File: src/rtl/sdwpr_params.svh
`ifndef SDWPR_PARAMS_SVH
`define SDWPR_PARAMS_SVH

// Clock and timing
`define SDWPR_CLK_MHZ 50
`define SDWPR_RP_NS 15
`define SDWPR_RP_CYC ((`SDWPR_RP_NS * `SDWPR_CLK_MHZ + 999) / 1000)
`define SDWPR_RFC_NS 160
`define SDWPR_RFC_CYC ((`SDWPR_RFC_NS * `SDWPR_CLK_MHZ + 999) / 1000)
`define SDWPR_REFI_NS 7800
`define SDWPR_SR_REF_CYC ((`SDWPR_REFI_NS * `SDWPR_CLK_MHZ) / 1000)

// Address bit positions
`define SDWPR_AP_BIT 10
`define SDWPR_BL_BIT 12
`define SDWPR_COL_MSB 9

// Burst lengths
`define SDWPR_BEATS_CHOP 4'h4
`define SDWPR_BEATS_FULL 4'h8

// Widths
`define SDWPR_ADDR_W 14
`define SDWPR_ROW_W 14
`define SDWPR_DQ_W 8
`define SDWPR_NBANK 8
`define SDWPR_REF_ROW_W 13

`endif

File: src/rtl/sdwpr_pkg.sv
`include "sdwpr_params.svh"

package sdwpr_pkg;

    typedef enum {
        SDWPR_CMD_NONE,
        SDWPR_CMD_ACT,
        SDWPR_CMD_WR,
        SDWPR_CMD_PRE,
        SDWPR_CMD_REF
    } sdwpr_cmd_t;

    typedef enum {
        SDWPR_BANK_IDLE,
        SDWPR_BANK_ACTIVE,
        SDWPR_BANK_PRECHG
    } sdwpr_bank_st_t;

    typedef struct packed {
        logic cs_n;
        logic ras_n;
        logic cas_n;
        logic we_n;
        logic [2:0] ba;
        logic [`SDWPR_ADDR_W-1:0] addr;
    } sdwpr_cmd_pins_t;

    typedef struct packed {
        logic [`SDWPR_DQ_W-1:0] data;
        logic write_byte_mask;
    } sdwpr_wbeat_t;

    typedef struct packed {
        logic [2:0] bank;
        logic [`SDWPR_ROW_W-1:0] row;
        logic [`SDWPR_COL_MSB:0] col;
        logic [`SDWPR_DQ_W-1:0] data;
    } sdwpr_arr_wr_t;

endpackage

File: src/rtl/sdwpr_core.sv
`timescale 1ns/1ps
`default_nettype none
`include "sdwpr_params.svh"
module sdwpr_core
    import sdwpr_pkg::*;
(
    input wire logic sys_clk,
    input wire logic reset_n,
    input wire logic cke,
    input wire sdwpr_cmd_pins_t cmd_pins,
    input wire sdwpr_wbeat_t wbeat,
    input wire logic otf_enable,
    input wire logic fixed_chop,
    output logic wbuf_in_ready,
    output logic arr_valid,
    input wire logic arr_ready,
    output sdwpr_arr_wr_t arr_wr,
    output logic [`SDWPR_NBANK-1:0] bank_open,
    output logic write_busy,
    output logic refresh_busy,
    output logic refresh_pulse,
    output logic [`SDWPR_REF_ROW_W-1:0] refresh_row,
    output logic self_refresh
);

    function automatic sdwpr_cmd_t decode_cmd(input sdwpr_cmd_pins_t p);
        logic [2:0] s;
        s = {p.ras_n, p.cas_n, p.we_n};
        if (p.cs_n) begin
            decode_cmd = SDWPR_CMD_NONE;
        end else begin
            case (s)
                3'h3: decode_cmd = SDWPR_CMD_ACT;
                3'h4: decode_cmd = SDWPR_CMD_WR;
                3'h2: decode_cmd = SDWPR_CMD_PRE;
                3'h1: decode_cmd = SDWPR_CMD_REF;
                default: decode_cmd = SDWPR_CMD_NONE;
            endcase
        end
    endfunction

    ////////////////////////////////////////////////////////////////////////////
    // Command decode
    sdwpr_cmd_t cmd;
    logic cke_q;
    logic cmd_live;
    logic ap_bit;
    logic sr_entry;

    assign cmd = decode_cmd(cmd_pins);
    assign cmd_live = cke && cke_q && !self_refresh;
    assign ap_bit = cmd_pins.addr[`SDWPR_AP_BIT];
    assign sr_entry = cke_q && !cke && !self_refresh && (cmd == SDWPR_CMD_REF);

    always_ff @(posedge sys_clk or negedge reset_n) begin
        if (!reset_n) begin
            cke_q <= 1'b0;
        end else begin
            cke_q <= cke;
        end
    end

    ////////////////////////////////////////////////////////////////////////////
    // Write burst
    logic burst_q, burst_d;
    logic [3:0] beats_q, beats_d;
    logic [2:0] wbank_q, wbank_d;
    logic [`SDWPR_COL_MSB:0] wcol_q, wcol_d;
    logic wap_q, wap_d;
    logic wr_take;
    logic burst_end;
    logic push;
    sdwpr_bank_st_t bank_st_q [`SDWPR_NBANK];
    sdwpr_bank_st_t bank_st_d [`SDWPR_NBANK];
    logic [`SDWPR_ROW_W-1:0] row_q [`SDWPR_NBANK];
    logic [`SDWPR_ROW_W-1:0] row_d [`SDWPR_NBANK];

    assign wr_take = cmd_live && (cmd == SDWPR_CMD_WR) && !burst_q
        && (bank_st_q[cmd_pins.ba] == SDWPR_BANK_ACTIVE);
    assign burst_end = burst_q && (beats_q == 4'h1);
    assign push = burst_q && !wbeat.write_byte_mask && wbuf_in_ready;

    always_comb begin
        burst_d = burst_q;
        beats_d = beats_q;
        wbank_d = wbank_q;
        wcol_d = wcol_q;
        wap_d = wap_q;
        if (wr_take) begin
            burst_d = 1'b1;
            wbank_d = cmd_pins.ba;
            wcol_d = cmd_pins.addr[`SDWPR_COL_MSB:0];
            wap_d = ap_bit;
            if (otf_enable) begin
                beats_d = cmd_pins.addr[`SDWPR_BL_BIT] ? `SDWPR_BEATS_FULL
                    : `SDWPR_BEATS_CHOP;
            end else begin
                beats_d = fixed_chop ? `SDWPR_BEATS_CHOP : `SDWPR_BEATS_FULL;
            end
        end else if (burst_q) begin
            beats_d = beats_q - 4'h1;
            wcol_d = wcol_q + 10'h001;
            if (burst_end) begin
                burst_d = 1'b0;
            end
        end
    end

    always_ff @(posedge sys_clk or negedge reset_n) begin
        if (!reset_n) begin
            burst_q <= 1'b0;
            beats_q <= 4'h0;
            wbank_q <= 3'h0;
            wcol_q <= 10'h000;
            wap_q <= 1'b0;
        end else begin
            burst_q <= burst_d;
            beats_q <= beats_d;
            wbank_q <= wbank_d;
            wcol_q <= wcol_d;
            wap_q <= wap_d;
        end
    end

    assign write_busy = burst_q;

    ////////////////////////////////////////////////////////////////////////////
    // Bank state and precharge timing
    logic [3:0] rp_q [`SDWPR_NBANK];
    logic [3:0] rp_d [`SDWPR_NBANK];

    always_comb begin
        for (int b = 0; b < `SDWPR_NBANK; b++) begin
            bank_st_d[b] = bank_st_q[b];
            row_d[b] = row_q[b];
            rp_d[b] = rp_q[b];
            if (bank_st_q[b] == SDWPR_BANK_PRECHG) begin
                if (rp_q[b] <= 4'h1) begin
                    bank_st_d[b] = SDWPR_BANK_IDLE;
                    rp_d[b] = 4'h0;
                end else begin
                    rp_d[b] = rp_q[b] - 4'h1;
                end
            end
            if (burst_end && wap_q && (wbank_q == b[2:0])) begin
                bank_st_d[b] = SDWPR_BANK_PRECHG;
                rp_d[b] = 4'(`SDWPR_RP_CYC);
            end
            if (cmd_live && (cmd == SDWPR_CMD_PRE)
                && (ap_bit || (cmd_pins.ba == b[2:0]))) begin
                rp_d[b] = 4'(`SDWPR_RP_CYC);
                if (bank_st_q[b] != SDWPR_BANK_IDLE) begin
                    bank_st_d[b] = SDWPR_BANK_PRECHG;
                end
            end
            if (cmd_live && (cmd == SDWPR_CMD_ACT) && (cmd_pins.ba == b[2:0])
                && (bank_st_q[b] == SDWPR_BANK_IDLE)) begin
                bank_st_d[b] = SDWPR_BANK_ACTIVE;
                row_d[b] = cmd_pins.addr;
            end
        end
    end

    always_ff @(posedge sys_clk or negedge reset_n) begin
        if (!reset_n) begin
            for (int b = 0; b < `SDWPR_NBANK; b++) begin
                bank_st_q[b] <= SDWPR_BANK_IDLE;
                row_q[b] <= '0;
                rp_q[b] <= 4'h0;
            end
        end else begin
            for (int b = 0; b < `SDWPR_NBANK; b++) begin
                bank_st_q[b] <= bank_st_d[b];
                row_q[b] <= row_d[b];
                rp_q[b] <= rp_d[b];
            end
        end
    end

    always_comb begin
        for (int b = 0; b < `SDWPR_NBANK; b++) begin
            bank_open[b] = (bank_st_q[b] == SDWPR_BANK_ACTIVE);
        end
    end

    ////////////////////////////////////////////////////////////////////////////
    // Refresh and self refresh
    logic [3:0] rfc_q, rfc_d;
    logic [`SDWPR_REF_ROW_W-1:0] rrow_q, rrow_d;
    logic sr_q, sr_d;
    logic [8:0] srt_q, srt_d;
    logic rpulse_q, rpulse_d;
    logic do_ref;

    assign do_ref = (cmd_live && (cmd == SDWPR_CMD_REF)) || sr_entry
        || (sr_q && (srt_q == 9'h000));

    always_comb begin
        rfc_d = (rfc_q != 4'h0) ? rfc_q - 4'h1 : 4'h0;
        rrow_d = rrow_q;
        sr_d = sr_q;
        srt_d = srt_q;
        rpulse_d = do_ref;
        if (do_ref) begin
            rrow_d = rrow_q + 13'h0001;
            rfc_d = 4'(`SDWPR_RFC_CYC);
        end
        if (sr_entry) begin
            sr_d = 1'b1;
            srt_d = 9'(`SDWPR_SR_REF_CYC - 1);
        end else if (sr_q) begin
            srt_d = (srt_q == 9'h000) ? 9'(`SDWPR_SR_REF_CYC - 1) : srt_q - 9'h001;
            if (cke) begin
                sr_d = 1'b0;
            end
        end
    end

    always_ff @(posedge sys_clk or negedge reset_n) begin
        if (!reset_n) begin
            rfc_q <= 4'h0;
            rrow_q <= 13'h0000;
            sr_q <= 1'b0;
            srt_q <= 9'h000;
            rpulse_q <= 1'b0;
        end else begin
            rfc_q <= rfc_d;
            rrow_q <= rrow_d;
            sr_q <= sr_d;
            srt_q <= srt_d;
            rpulse_q <= rpulse_d;
        end
    end

    assign refresh_busy = (rfc_q != 4'h0);
    assign refresh_row = rrow_q;
    assign refresh_pulse = rpulse_q;
    assign self_refresh = sr_q;

    ////////////////////////////////////////////////////////////////////////////
    // Two-entry write buffer toward the array
    sdwpr_arr_wr_t buf_q [2];
    sdwpr_arr_wr_t buf_d [2];
    logic wp_q, wp_d, rp_ptr_q, rp_ptr_d;
    logic [1:0] cnt_q, cnt_d;
    logic pop;

    assign wbuf_in_ready = (cnt_q != 2'h2);
    assign arr_valid = (cnt_q != 2'h0);
    assign pop = arr_valid && arr_ready;
    assign arr_wr = buf_q[rp_ptr_q];

    always_comb begin
        buf_d[0] = buf_q[0];
        buf_d[1] = buf_q[1];
        wp_d = wp_q;
        rp_ptr_d = rp_ptr_q;
        cnt_d = cnt_q;
        if (push) begin
            buf_d[wp_q] = '{bank: wbank_q, row: row_q[wbank_q], col: wcol_q,
                data: wbeat.data};
            wp_d = ~wp_q;
        end
        if (pop) begin
            rp_ptr_d = ~rp_ptr_q;
        end
        if (push && !pop) begin
            cnt_d = cnt_q + 2'h1;
        end else if (pop && !push) begin
            cnt_d = cnt_q - 2'h1;
        end
    end

    always_ff @(posedge sys_clk or negedge reset_n) begin
        if (!reset_n) begin
            buf_q[0] <= '0;
            buf_q[1] <= '0;
            wp_q <= 1'b0;
            rp_ptr_q <= 1'b0;
            cnt_q <= 2'h0;
        end else begin
            buf_q[0] <= buf_d[0];
            buf_q[1] <= buf_d[1];
            wp_q <= wp_d;
            rp_ptr_q <= rp_ptr_d;
            cnt_q <= cnt_d;
        end
    end

    ////////////////////////////////////////////////////////////////////////////
    // Checks
    chk_refresh_row_step: assert property (@(posedge sys_clk) disable iff (!reset_n)
        do_ref |=> (refresh_row == $past(refresh_row) + 13'h0001) && refresh_pulse)
        else $error("refresh row did not advance by one");

    chk_precharge_all_close: assert property (@(posedge sys_clk) disable iff (!reset_n)
        (cmd_live && cmd == SDWPR_CMD_PRE && ap_bit) |=> (bank_open == 8'h00))
        else $error("precharge all left a bank open");

    chk_precharge_one_bank: assert property (@(posedge sys_clk) disable iff (!reset_n)
        (cmd_live && cmd == SDWPR_CMD_PRE && !ap_bit && !(burst_end && wap_q))
        |=> (bank_open == ($past(bank_open) & ~(8'h01 << $past(cmd_pins.ba)))))
        else $error("single precharge touched the wrong banks");

    chk_masked_beat_skip: assert property (@(posedge sys_clk) disable iff (!reset_n)
        (burst_q && wbeat.write_byte_mask && !pop) |=> (cnt_q == $past(cnt_q)))
        else $error("masked beat was stored");

    chk_burst_chop_len: assert property (@(posedge sys_clk) disable iff (!reset_n)
        (wr_take && otf_enable && !cmd_pins.addr[`SDWPR_BL_BIT])
        |=> burst_q [*4] ##1 !burst_q)
        else $error("chopped burst did not last four beats");

    chk_write_bank_taken: assert property (@(posedge sys_clk) disable iff (!reset_n)
        wr_take |=> (wbank_q == $past(cmd_pins.ba)) && (wap_q == $past(ap_bit)))
        else $error("write bank or precharge mode not captured");

    chk_auto_precharge: assert property (@(posedge sys_clk) disable iff (!reset_n)
        (burst_end && wap_q) |=> !bank_open[$past(wbank_q)])
        else $error("auto precharge left the row open");

    chk_deselect_ignored: assert property (@(posedge sys_clk) disable iff (!reset_n)
        (cmd_pins.cs_n && !burst_end) |=> (bank_open == $past(bank_open)) && !refresh_pulse
        || $past(sr_q))
        else $error("deselect changed bank state");

    chk_selfref_entry: assert property (@(posedge sys_clk) disable iff (!reset_n)
        sr_entry |=> self_refresh ##[1:390] refresh_pulse || !self_refresh)
        else $error("self refresh did not refresh internally");

endmodule
`default_nettype wire

File: config.mk
export PLATFORM = sky130hd
export DESIGN_NAME = sdwpr_core
export DESIGN_NICKNAME = d
export VERILOG_FILES = /design/src/rtl/sdwpr_pkg.sv /design/src/rtl/sdwpr_core.sv
export VERILOG_INCLUDE_DIRS = /design/src /design/src/rtl
export SDC_FILE = /design/constraint.sdc
export NUM_CORES = 1
export LEC_CHECK = 0
export BUFFER_PORTS_ARGS = -buffer_cell sky130_fd_sc_hd__buf_2
export CAP_MARGIN = 20
export CORE_MARGIN = 10
export CORE_UTILIZATION = 55
export DETAILED_ROUTE_END_ITERATION = 8
export PLACE_DENSITY = 0.86
export SLEW_MARGIN = 20
export SYNTH_ARGS = -nofsm -noshare
export SYNTH_HDL_FRONTEND = slang
export SYNTH_SLANG_ARGS = --single-unit
File: constraint.sdc
create_clock -name sys_clk -period 2.5 [get_ports sys_clk]
set_clock_uncertainty 0.15 [all_clocks]
set_input_delay 0.125 -clock sys_clk [delete_from_list [all_inputs] [get_ports sys_clk]]
set_output_delay 0.125 -clock sys_clk [all_outputs]
set_load 0.05 [all_outputs]
; ---- After elaboration in Yosys (flattened, before gate mapping)
; Index checks and enable logic that the tools add are counted.
[op_classes]
n_lt_le_gt_ge = 13
n_bitwise = 6
n_mux = 114
n_eq_ne = 41
add_sub_neg = 15
n_reduce_logical = 100
[ops]
columns = operator, n
row1 = $mux W32, 51
row2 = $eq A32 B2 Y1 const B, 10
row3 = $eq A32 B3 Y1 const B, 10
row4 = $logic_not A32 Y1, 8
row5 = $reduce_bool A32 Y1, 8
row6 = $mux W4, 39
row7 = $mux W35, 4
row8 = $bmux W32 S3, 1
row9 = $bwmux W70, 1
row10 = $logic_and A1 B1 Y1, 52
row11 = $bmux W14 S3, 1
row12 = $sub A4 B1 Y4 const B, 10
row13 = $demux W35 S1, 1
row14 = $eq A32 B4 Y1 const B, 1
row15 = $le A4 B1 Y1 const B, 8
row16 = $mux W14, 2
row17 = $eq A3 B3 Y1 const B, 9
row18 = $mux W9, 3
row19 = $reduce_bool A3 Y1, 8
row20 = $mux W10, 2
row21 = $eq A3 B2 Y1 const B, 6
row22 = $add A13 B1 Y13 const B, 1
row23 = $pmux W3 S4, 1
row24 = $add A10 B1 Y10 const B, 1
row25 = 20 further kinds, 51
[totals]
register_bits = 522
wordCells = 335
in_bits = 36

; ---- Logic depth before layout (Yosys ltp)
; Gate-level depths: netlist of the first run.
[logic_depth]
depth_word = 8
mapped_depth = 11

; ---- Worst setup path before layout of the first run
; OpenSTA, ideal clock, no wires.
[synth_timing]
kind = flip-flop to flip-flop
start = reg sr_q (netlist: self_refresh)
end = reg wbank_q[0]
path_slack_ns = -0.275
setup_ns = 0.125
arrival_ns = 2.500
stages_incl_launch_ff = 10
path_cell_list = dfrtp_1 or3b_1 nor3_1 nor3b_1 o21ai_0 o31a_1 or3_1 buf_6 buf_12 mux2_4
[synth_between]
elab_chain_len = 5
[synth_rtl]
columns = item, line_no
row1 = start: declaration, sdwpr_core.sv:190  ; logic sr_q, sr_d;
row2 = start signal: assignment, sdwpr_core.sv:229  ; sr_q <= sr_d;
row3 = $logic_not A1 Y1, sdwpr_core.sv:51  ; assign cmd_live = cke && cke_q && !self_refresh;
row4 = $logic_and A1 B1 Y1, sdwpr_core.sv:51
row5 = $logic_and A1 B1 Y1 (2 in a row), sdwpr_core.sv:78  ; assign wr_take = cmd_live && (cmd == SDWPR_CMD_WR) && !burst_q
row6 = $logic_and A1 B1 Y1, sdwpr_core.sv:79  ; && (bank_st_q[cmd_pins.ba] == SDWPR_BANK_ACTIVE);
row7 = end signal: assignment, sdwpr_core.sv:119  ; wbank_q <= wbank_d;
row8 = end: declaration, sdwpr_core.sv:67  ; logic [2:0] wbank_q, wbank_d;
; No other way between the ends.
; A chain may end at the register's enable or synchronous reset.

; ---- Worst setup path after layout of the first run
[layout_timing]
start = reg bank_st_q[34] (netlist bit)
end = reg row_q[14] (netlist bit)
[layout_between]
elab_chain_len = 2
[layout_rtl]
columns = item, line_no
row1 = start: declaration, sdwpr_core.sv:73  ; sdwpr_bank_st_t bank_st_q [`SDWPR_NBANK];
row2 = start signal: indexed assignment, sdwpr_core.sv:173  ; bank_st_q[b] <= bank_st_d[b];
row3 = $logic_not A32 Y1, sdwpr_core.sv:157  ; && (bank_st_q[b] == SDWPR_BANK_IDLE)) begin
row4 = $logic_and A1 B1 Y1, sdwpr_core.sv:157
row5 = end signal: indexed assignment, sdwpr_core.sv:174  ; row_q[b] <= row_d[b];
row6 = end: declaration, sdwpr_core.sv:75  ; logic [`SDWPR_ROW_W-1:0] row_q [`SDWPR_NBANK];
; No other way between the ends.

==> flow_summary_export.csv, run 1 <==
group,metric,value,unit
route,route.detailed.vias_per_inst,6.52,
job,max-cap-violations,0,
place,finalWeightedCongestion,0.896,
power_and_ir_drop,power.density,743,mW/mm^2
power_and_ir_drop,power.internal,15.1,mW
yosys,yosysTopAreaCellShare,59.6,%
timing,timing.final.hold_violations,0,
worst_setup_path,r2r.worst_path.cells,11,
timing,finalWorstSetupSlack,-0.525,ns
place,port_buffers,97,
cells_and_area,antenna_cells_inserted,0,
power_and_ir_drop,comb_power_share,17.9,%
status,status,"complete, but fails checks",
power_and_ir_drop,worst_ir_drop_vdd,0.000573,V
yosys,largest_area_contributor_in_the_synthesized_netlist,"dfrtp_1",
clocking,cts_max_level,2,
worst_setup_path,path_max_fanout,8,
die,starting_density_of_the_core,55.4,%
die,die_height,220,um
yosys,ys_seq_elements,522,
yosys,synth_warnings,0,
power_and_ir_drop,swShare,30.4,%
route,drt_pass1_iterations,6,
die,die-width,220,um
grt,first_pass_grt_wire_length,95000,um
route,detail_route.wirelength,72900,um
yosys,synth.yosys.seq_area_share,59.6,%
route,drt_iter0_markers,2387,
status,violations,"setup timing",
worst_setup_path,worst-setup-path-type,"flop to flop",
timing,period_needed,3.02,ns
clocking,clkSlewWorstSetupHoldPaths,0.07,ns
route,ant_nets,0,
yosys,edff_count_synth,0,
grt,globalRouteTotalUtil,24.7,%
route,routed_wire_length_per_instance,27.0,um
worst_hold_path,hold_critical_path_endpoint,"srt_q[8]$_DFFE_PN0P_",
worst_setup_path,reg2reg_slack,-0.52,ns
power_and_ir_drop,sequential_share_of_power,44.2,%
power_and_ir_drop,report.power.total,21.7,mW
worst_setup_path,cp-start-kind,"flop",
clocking,cts.sink_count,522,
timing,maxSlewViolCount,0,
power_and_ir_drop,power.net_switching,6.58,mW
timing,slew-limit-headroom,48.7,%
yosys,async_reset_ff_share,100,%
worst_hold_path,min_delay_path_depth,6,
yosys,post_synth_instance_area,0.0219,mm^2
clocking,numCtsBuffers,51,
worst_setup_path,timing.critical_path.required,2.85,ns
yosys,netlist_top_cells_count,"dfrtp_1 (522), and2_1 (213), nand2_1 (170)",
yosys,synthTopCellsByArea,"dfrtp_1 (60%), mux2_2 (8.4%), and2_1 (6.1%), mux4_2 (3.5%), nand2_1 (2.9%)",
worst_setup_path,type_of_destination_of_the_critical_path,"flop",
yosys,yosys.cell_count.top_type,"dfrtp_1",
timing,post-route-period-util,121,%
power_and_ir_drop,share_clk_of_total_power,37.9,%
clocking,clock_tree_from_tritoncts,"yes",
cells_and_area,final-seq-area,0.0131,mm^2
worst_hold_path,hold_path.startpoint,"cmd_pins[20]",
clocking,insertion_delay,0.62,ns
die,placeableCoreArea,0.0395,mm^2
die,rows,73,
timing,worst_slew_pin_slew,0.748,ns
clocking,cts.root.buffer_cell,"clkbuf_16",
route,vias_after_detailed_routing,17600,
timing,timing.final.setup_violations,408,
grt,grt_pass1_vias,17500,
timing,timing.fmax,331,MHz
worst_setup_path,worst_ep_arrival_time,3.37,ns
yosys,yosys_most_used_dff,"dfrtp_1",
place,place.detailed.hpwl,32800,um
clocking,clock_path_buffers,3,
yosys,postSynthAreaPerCell,12.1,um^2
timing,fin_worst_hold_slack,0.0241,ns
grt,grt_start_max_net_pins,74,
yosys,synthDistinctLibCells,67,
cells_and_area,final_layout_size_suffix_gt1_share,44.6,%
cells_and_area,area.growth.synth_to_final,33.1,%
cells_and_area,nNetsFinal,2194,
timing,rsz0062_at_grt,"yes",
cells_and_area,nFillCells,2011,
power_and_ir_drop,total_leakage_power,14.6,nW
cells_and_area,footprint_of_the_multi_input_gates,0.00997,mm^2
worst_setup_path,r2r_start,"bank_st_q[34]$_DFF_PN0_",
grt,grt_overflow,0,
die,die_area,0.0483,mm^2
route,detail_route.drc_violations,0,
worst_hold_path,min-delay-path-class,"input port to flop",
yosys,synthesis.instances,1808,
grt,number_of_antenna_violations_at_the_first_check_in_global_routing,2,
die,num_io_pins,98,
worst_setup_path,critical_path.reg2reg.endpoint,"row_q[14]$_DFFE_PN0P_",
yosys,synth_fp_nets,1868,
## state kept, by name (all words and copies together) (netlist names)
register	flops
bank_st_q	256
beats_q	4
buf_q	70
cke_q	1
cnt_q	2
refresh_pulse	1
refresh_row	13
rfc_q	4
row_q	112
rp_ptr_q	1
rp_q	32
self_refresh	1
srt_q	9
wap_q	1
wbank_q	3
wcol_q	10
wp_q	1
write_busy	1
## placed cells by master, fill, tap and decap left out, drive strengths merged, types with 24 or more instances in the layout
master,instances
dfrtp,522
clkbuf,91
nor2,75
nor3,43
o21ai,55
and2,214
a21oi,44
and3,45
nor4,70
mux4,34
mux2,168
nand2,170
ha,24
mux2i,25
dlygate4sd3,33
inv,43
buf,312
## critical path: stages (launching register included)
cell and delay, ns:
dfrtp_1 0.40, nor4_2 0.30, nand2_1 0.17, or4_4 0.61, buf_4 0.19, nor3_4 0.25
buf_4 0.16, buf_4 0.11, nand3_4 0.09, bufbuf_16 0.30, nand2_1 0.09, nand2_1 0.09
## final cells by class
type	count	area share [%]
Clock inverter	19	0.939
Clock buffer	75	5.06
Tap cell	525	2.25
Inverter	44	0.566
Timing Repair Buffer	362	12.2
Multi-Input combinational cell	1153	34.2
Sequential cell	522	44.8
## cells by family after synthesis
family | share of synthesized area, %
and+or+nand+nor | 17.8
adders and majority gates | 1.37
DFF | 59.6
AOI/OAI and AO/OA | 4.06
xor gates and xnor gates | 1.40
muxes | 13.3
buffers and inverters | 2.51
## power by group through the flow
stage / registers, mW / logic, mW / clock network (mW)
after CTS: 9.49 / 3.66 / 8.08
final: 9.59 / 3.89 / 8.22
after global placement: 9.56 / 3.34 / 0
after detailed placement: 9.62 / 3.49 / 0
after floorplan: 9.58 / 2.47 / 0
after global routing: 9.63 / 4.10 / 8.59
## worst max path at each step
stage                     slack, ns               startpoint                 endpoint  cells past startpoint
after floorplan               -0.14   self_refresh$_DFF_PN0_   wbank_q[0]$_DFFE_PN0P_                      9
after global placement        -0.26  bank_st_q[56]$_DFF_PN0_  bank_st_q[35]$_DFF_PN0_                      9
after detailed placement      -0.34  bank_st_q[56]$_DFF_PN0_  bank_st_q[49]$_DFF_PN0_                      9
after CTS                     -0.46  bank_st_q[59]$_DFF_PN0_             bank_open[6]                      7
after global routing          -0.69  bank_st_q[55]$_DFF_PN0_  bank_st_q[32]$_DFF_PN0_                     10
final                         -0.52  bank_st_q[34]$_DFF_PN0_    row_q[14]$_DFFE_PN0P_                     11
## per-layer routing
metal	GRT usage, %	vias up	share of wire [%]
met2	41.2	1370	47
met5	0	-	0.016
li1	-	6936	-
met3	5.53	519	11
met4	12.5	2	7.8
met1	29.7	8777	34
## per-stage QoR
step / worst slack [ns] / area (um^2) / instances / utilization [%] / setup TNS (ns)
6_report: -0.525 / 29200 / 2700 / 73.8 / -82.44
5_1_grt: -0.689 / 29200 / 2700 / 73.8 / -101.84
2_1_floorplan: -0.143 / 22000 / 1808 / - / -2.68
4_1_cts: -0.461 / 27300 / 2645 / 69.1 / -21.60
3_3_place_gp: -0.261 / 24000 / 2474 / 60.7 / -24.32
3_5_place_dp: -0.335 / 24000 / 2474 / 60.7 / -36.10
## repair_timing
item | CTS | global route
endpoints found under the hold margin | 679 | 1
setup endpoints to repair | 353 | 421
pin swaps | 74 | 152
cloned | 17 | 22
gates resized for setup | 188 | 321
buffers inserted | 28 | 42
hold buffers | 35 | 1
(Power assumes the default switching activity.)
==> run 2: changes to the inputs <==
--- a/config.mk
+++ b/config.mk
@@ -11,7 +11,7 @@
 export CORE_MARGIN = 10
 export CORE_UTILIZATION = 55
 export DETAILED_ROUTE_END_ITERATION = 8
-export PLACE_DENSITY = 0.86
+export PLACE_DENSITY = 0.72
 export SLEW_MARGIN = 20
 export SYNTH_ARGS = -nofsm -noshare
 export SYNTH_HDL_FRONTEND = slang
==> flow_summary_export.csv, run 2 (synthesis results as in run 1) <==
group,metric,value,unit
timing,post-route-period-util,112,%
route,ant_nets,0,
cells_and_area,utilization_after_layout,70.6,%
worst_setup_path,reg2reg_slack,-0.30,ns
place,port_buffers,97,
timing,fin_worst_hold_slack,-0.0164,ns
place,place.detailed.hpwl,32200,um
cells_and_area,registers.top_by_ff_count,"bank_st_q",
clocking,insertion_delay,0.60,ns
cells_and_area,footprint_of_the_multi_input_gates,0.00946,mm^2
timing,period_needed,2.80,ns
worst_setup_path,critical_path.reg2reg.endpoint,"wcol_q[9]$_DFFE_PN0P_",
route,route.detailed.vias_per_inst,5.64,
cells_and_area,final-seq-area,0.0131,mm^2
route,drt_iter0_markers,1287,
clocking,clock_path_buffers,3,
place,dp_worst_setup_slack,-0.349,ns
grt,number_of_antenna_violations_at_the_first_check_in_global_routing,0,
clocking,clkSlewWorstSetupHoldPaths,0.06,ns
grt,globalRouteTotalUtil,21.1,%
grt,grt_start_max_net_pins,86,
cells_and_area,area.growth.synth_to_final,27.3,%
cells_and_area,nNetsFinal,2152,
die,starting_density_of_the_core,55.4,%
die,placeableCoreArea,0.0395,mm^2
die,die_area,0.0483,mm^2
grt,first_pass_grt_wire_length,82600,um
worst_setup_path,worst-setup-path-type,"flop to flop",
worst_setup_path,worst_ep_arrival_time,3.12,ns
route,vias_after_detailed_routing,15000,
worst_setup_path,cp-start-kind,"flop",
clocking,numCtsBuffers,52,
die,num_io_pins,98,
cells_and_area,antenna_cells_inserted,0,
route,detail_route.wirelength,52700,um
worst_setup_path,timing.critical_path.required,2.82,ns
timing,worst_slew_pin_slew,0.753,ns
clocking,cts.root.buffer_cell,"clkbuf_16",
timing,timing.final.setup_violations,241,
timing,timing.final.hold_violations,6,
power_and_ir_drop,worst_ir_drop_vdd,0.000537,V
cells_and_area,largest_register_ffs,256,
cells_and_area,registers_with_the_most_flip_flops,"bank_st_q: 256 flops, row_q: 112 flops, buf_q: 70 flops",
timing,finalWorstSetupSlack,-0.297,ns
clocking,cts.sink_count,522,
route,detail_route.drc_violations,0,
cells_and_area,final_layout_size_suffix_gt1_share,37.8,%
worst_hold_path,min-delay-path-class,"input port to async pin",
timing,fin_tns_setup,-22.83,ns
route,drt_pass1_iterations,5,
power_and_ir_drop,total_leakage_power,13.9,nW
worst_setup_path,r2r.worst_path.cells,8,
die,rows,73,
cells_and_area,most-common-layout-cells,"dfrtp_1 (519), mux2_2 (163), nand2_1 (154)",
die,die-width,220,um
timing,rsz0062_at_grt,"yes",
place,finalWeightedCongestion,0.841,
route,routed_wire_length_per_instance,19.8,um
grt,grt_overflow,0,
cells_and_area,nFillCells,2546,
die,die_height,220,um
status,violations,"hold timing, setup timing",
timing,maxSlewViolCount,0,
worst_setup_path,type_of_destination_of_the_critical_path,"flop",
job,max-cap-violations,0,
status,status,"complete, but fails checks",
clocking,cts_max_level,2,
cells_and_area,layout.cells.most_common,"dfrtp_1",
power_and_ir_drop,power.density,759,mW/mm^2
timing,timing.fmax,357,MHz
clocking,clock_tree_from_tritoncts,"yes",
worst_setup_path,path_max_fanout,17,
cells_and_area,final-instance-count-excl-fill,2661,
timing,slew-limit-headroom,49.8,%
worst_setup_path,r2r_start,"bank_st_q[208]$_DFF_PN0_",
place,placed_cells,2479,
grt,grt_pass1_vias,15500,
[run 2: changes by cell type in the layout (fill, tap and decap cells not counted), sizes merged]
cell / delta
bufbuf: -1
buf: -34
bufinv: -2
nor2b: +2
clkbuf: -5
clkinvlp: +1
clkinv: -1
dlygate4sd3: -1
inv: +2
[run 2: power breakdown]
part	total, mW	internal (mW)	leakage [nW]	switching (mW)
Sequential	9.50	9.04	7.12	0.457
Combinational	3.66	1.33	5.94	2.34
Clock	8.02	4.76	0.883	3.26
[run 2: area by class of cell]
class	instances	area share, %
timing repair buffer	317	9.96
sequential	522	46.8
clock buffer	79	5.64
multi-input combinational	1155	33.9
clock inverter	19	0.744
inverter	44	0.592
tap	525	2.35
[run 2: how the worst max path moves through the flow]
stage	from	endpoint	cells past startpoint
4_1_cts	bank_st_q[55]$_DFF_PN0_	wcol_q[9]$_DFFE_PN0P_	8
3_5_place_dp	bank_st_q[56]$_DFF_PN0_	bank_st_q[60]$_DFF_PN0_	9
6_report	bank_st_q[208]$_DFF_PN0_	wcol_q[9]$_DFFE_PN0P_	8
5_1_grt	bank_st_q[208]$_DFF_PN0_	wcol_q[8]$_DFFE_PN0P_	8
2_1_floorplan	self_refresh$_DFF_PN0_	wbank_q[0]$_DFFE_PN0P_	9
3_3_place_gp	bank_st_q[56]$_DFF_PN0_	bank_st_q[36]$_DFF_PN0_	9
[run 2: routing by layer]
metal,vias up,GRT usage [%],wire length (um)
met5,-,0,0
met4,0,6.51,1420
met3,105,3.22,2380
met2,343,35.1,26300
met1,7701,28.2,22700
li1,6860,-,-
[run 2: what timing repair did]
| item | CTS | global route |
|---|---|---|
| hold buffers | 32 | 0 |
| cloned | 5 | 10 |
| gates resized for setup | 153 | 151 |
| endpoints found under the hold margin | 635 | 0 |
| buffers inserted | 16 | 27 |
| endpoints found under the setup margin | 289 | 390 |
| pin swaps | 66 | 95 |
[run 2: critical path, stage by stage (launching register included)]
cell and delay (ns):
dfrtp_1 0.38, nor4_1 0.45, nand2_1 0.14, mux4_2 0.50, o21ai_2 0.08, o211ai_2 0.10
or3_4 0.41, buf_12 0.17, a221o_1 0.29
[run 2: stage by stage]
step                power (mW)  cell area [um^2]  hold slack (ns)
finish                    21.2             27900          -0.0164
global route              22.0             27900           0.0510
CTS                       21.2             27000          0.00463
detailed placement        13.1             24100           0.0535
global placement          13.0             24100           0.0493
floorplan                 12.0             22000           -0.321
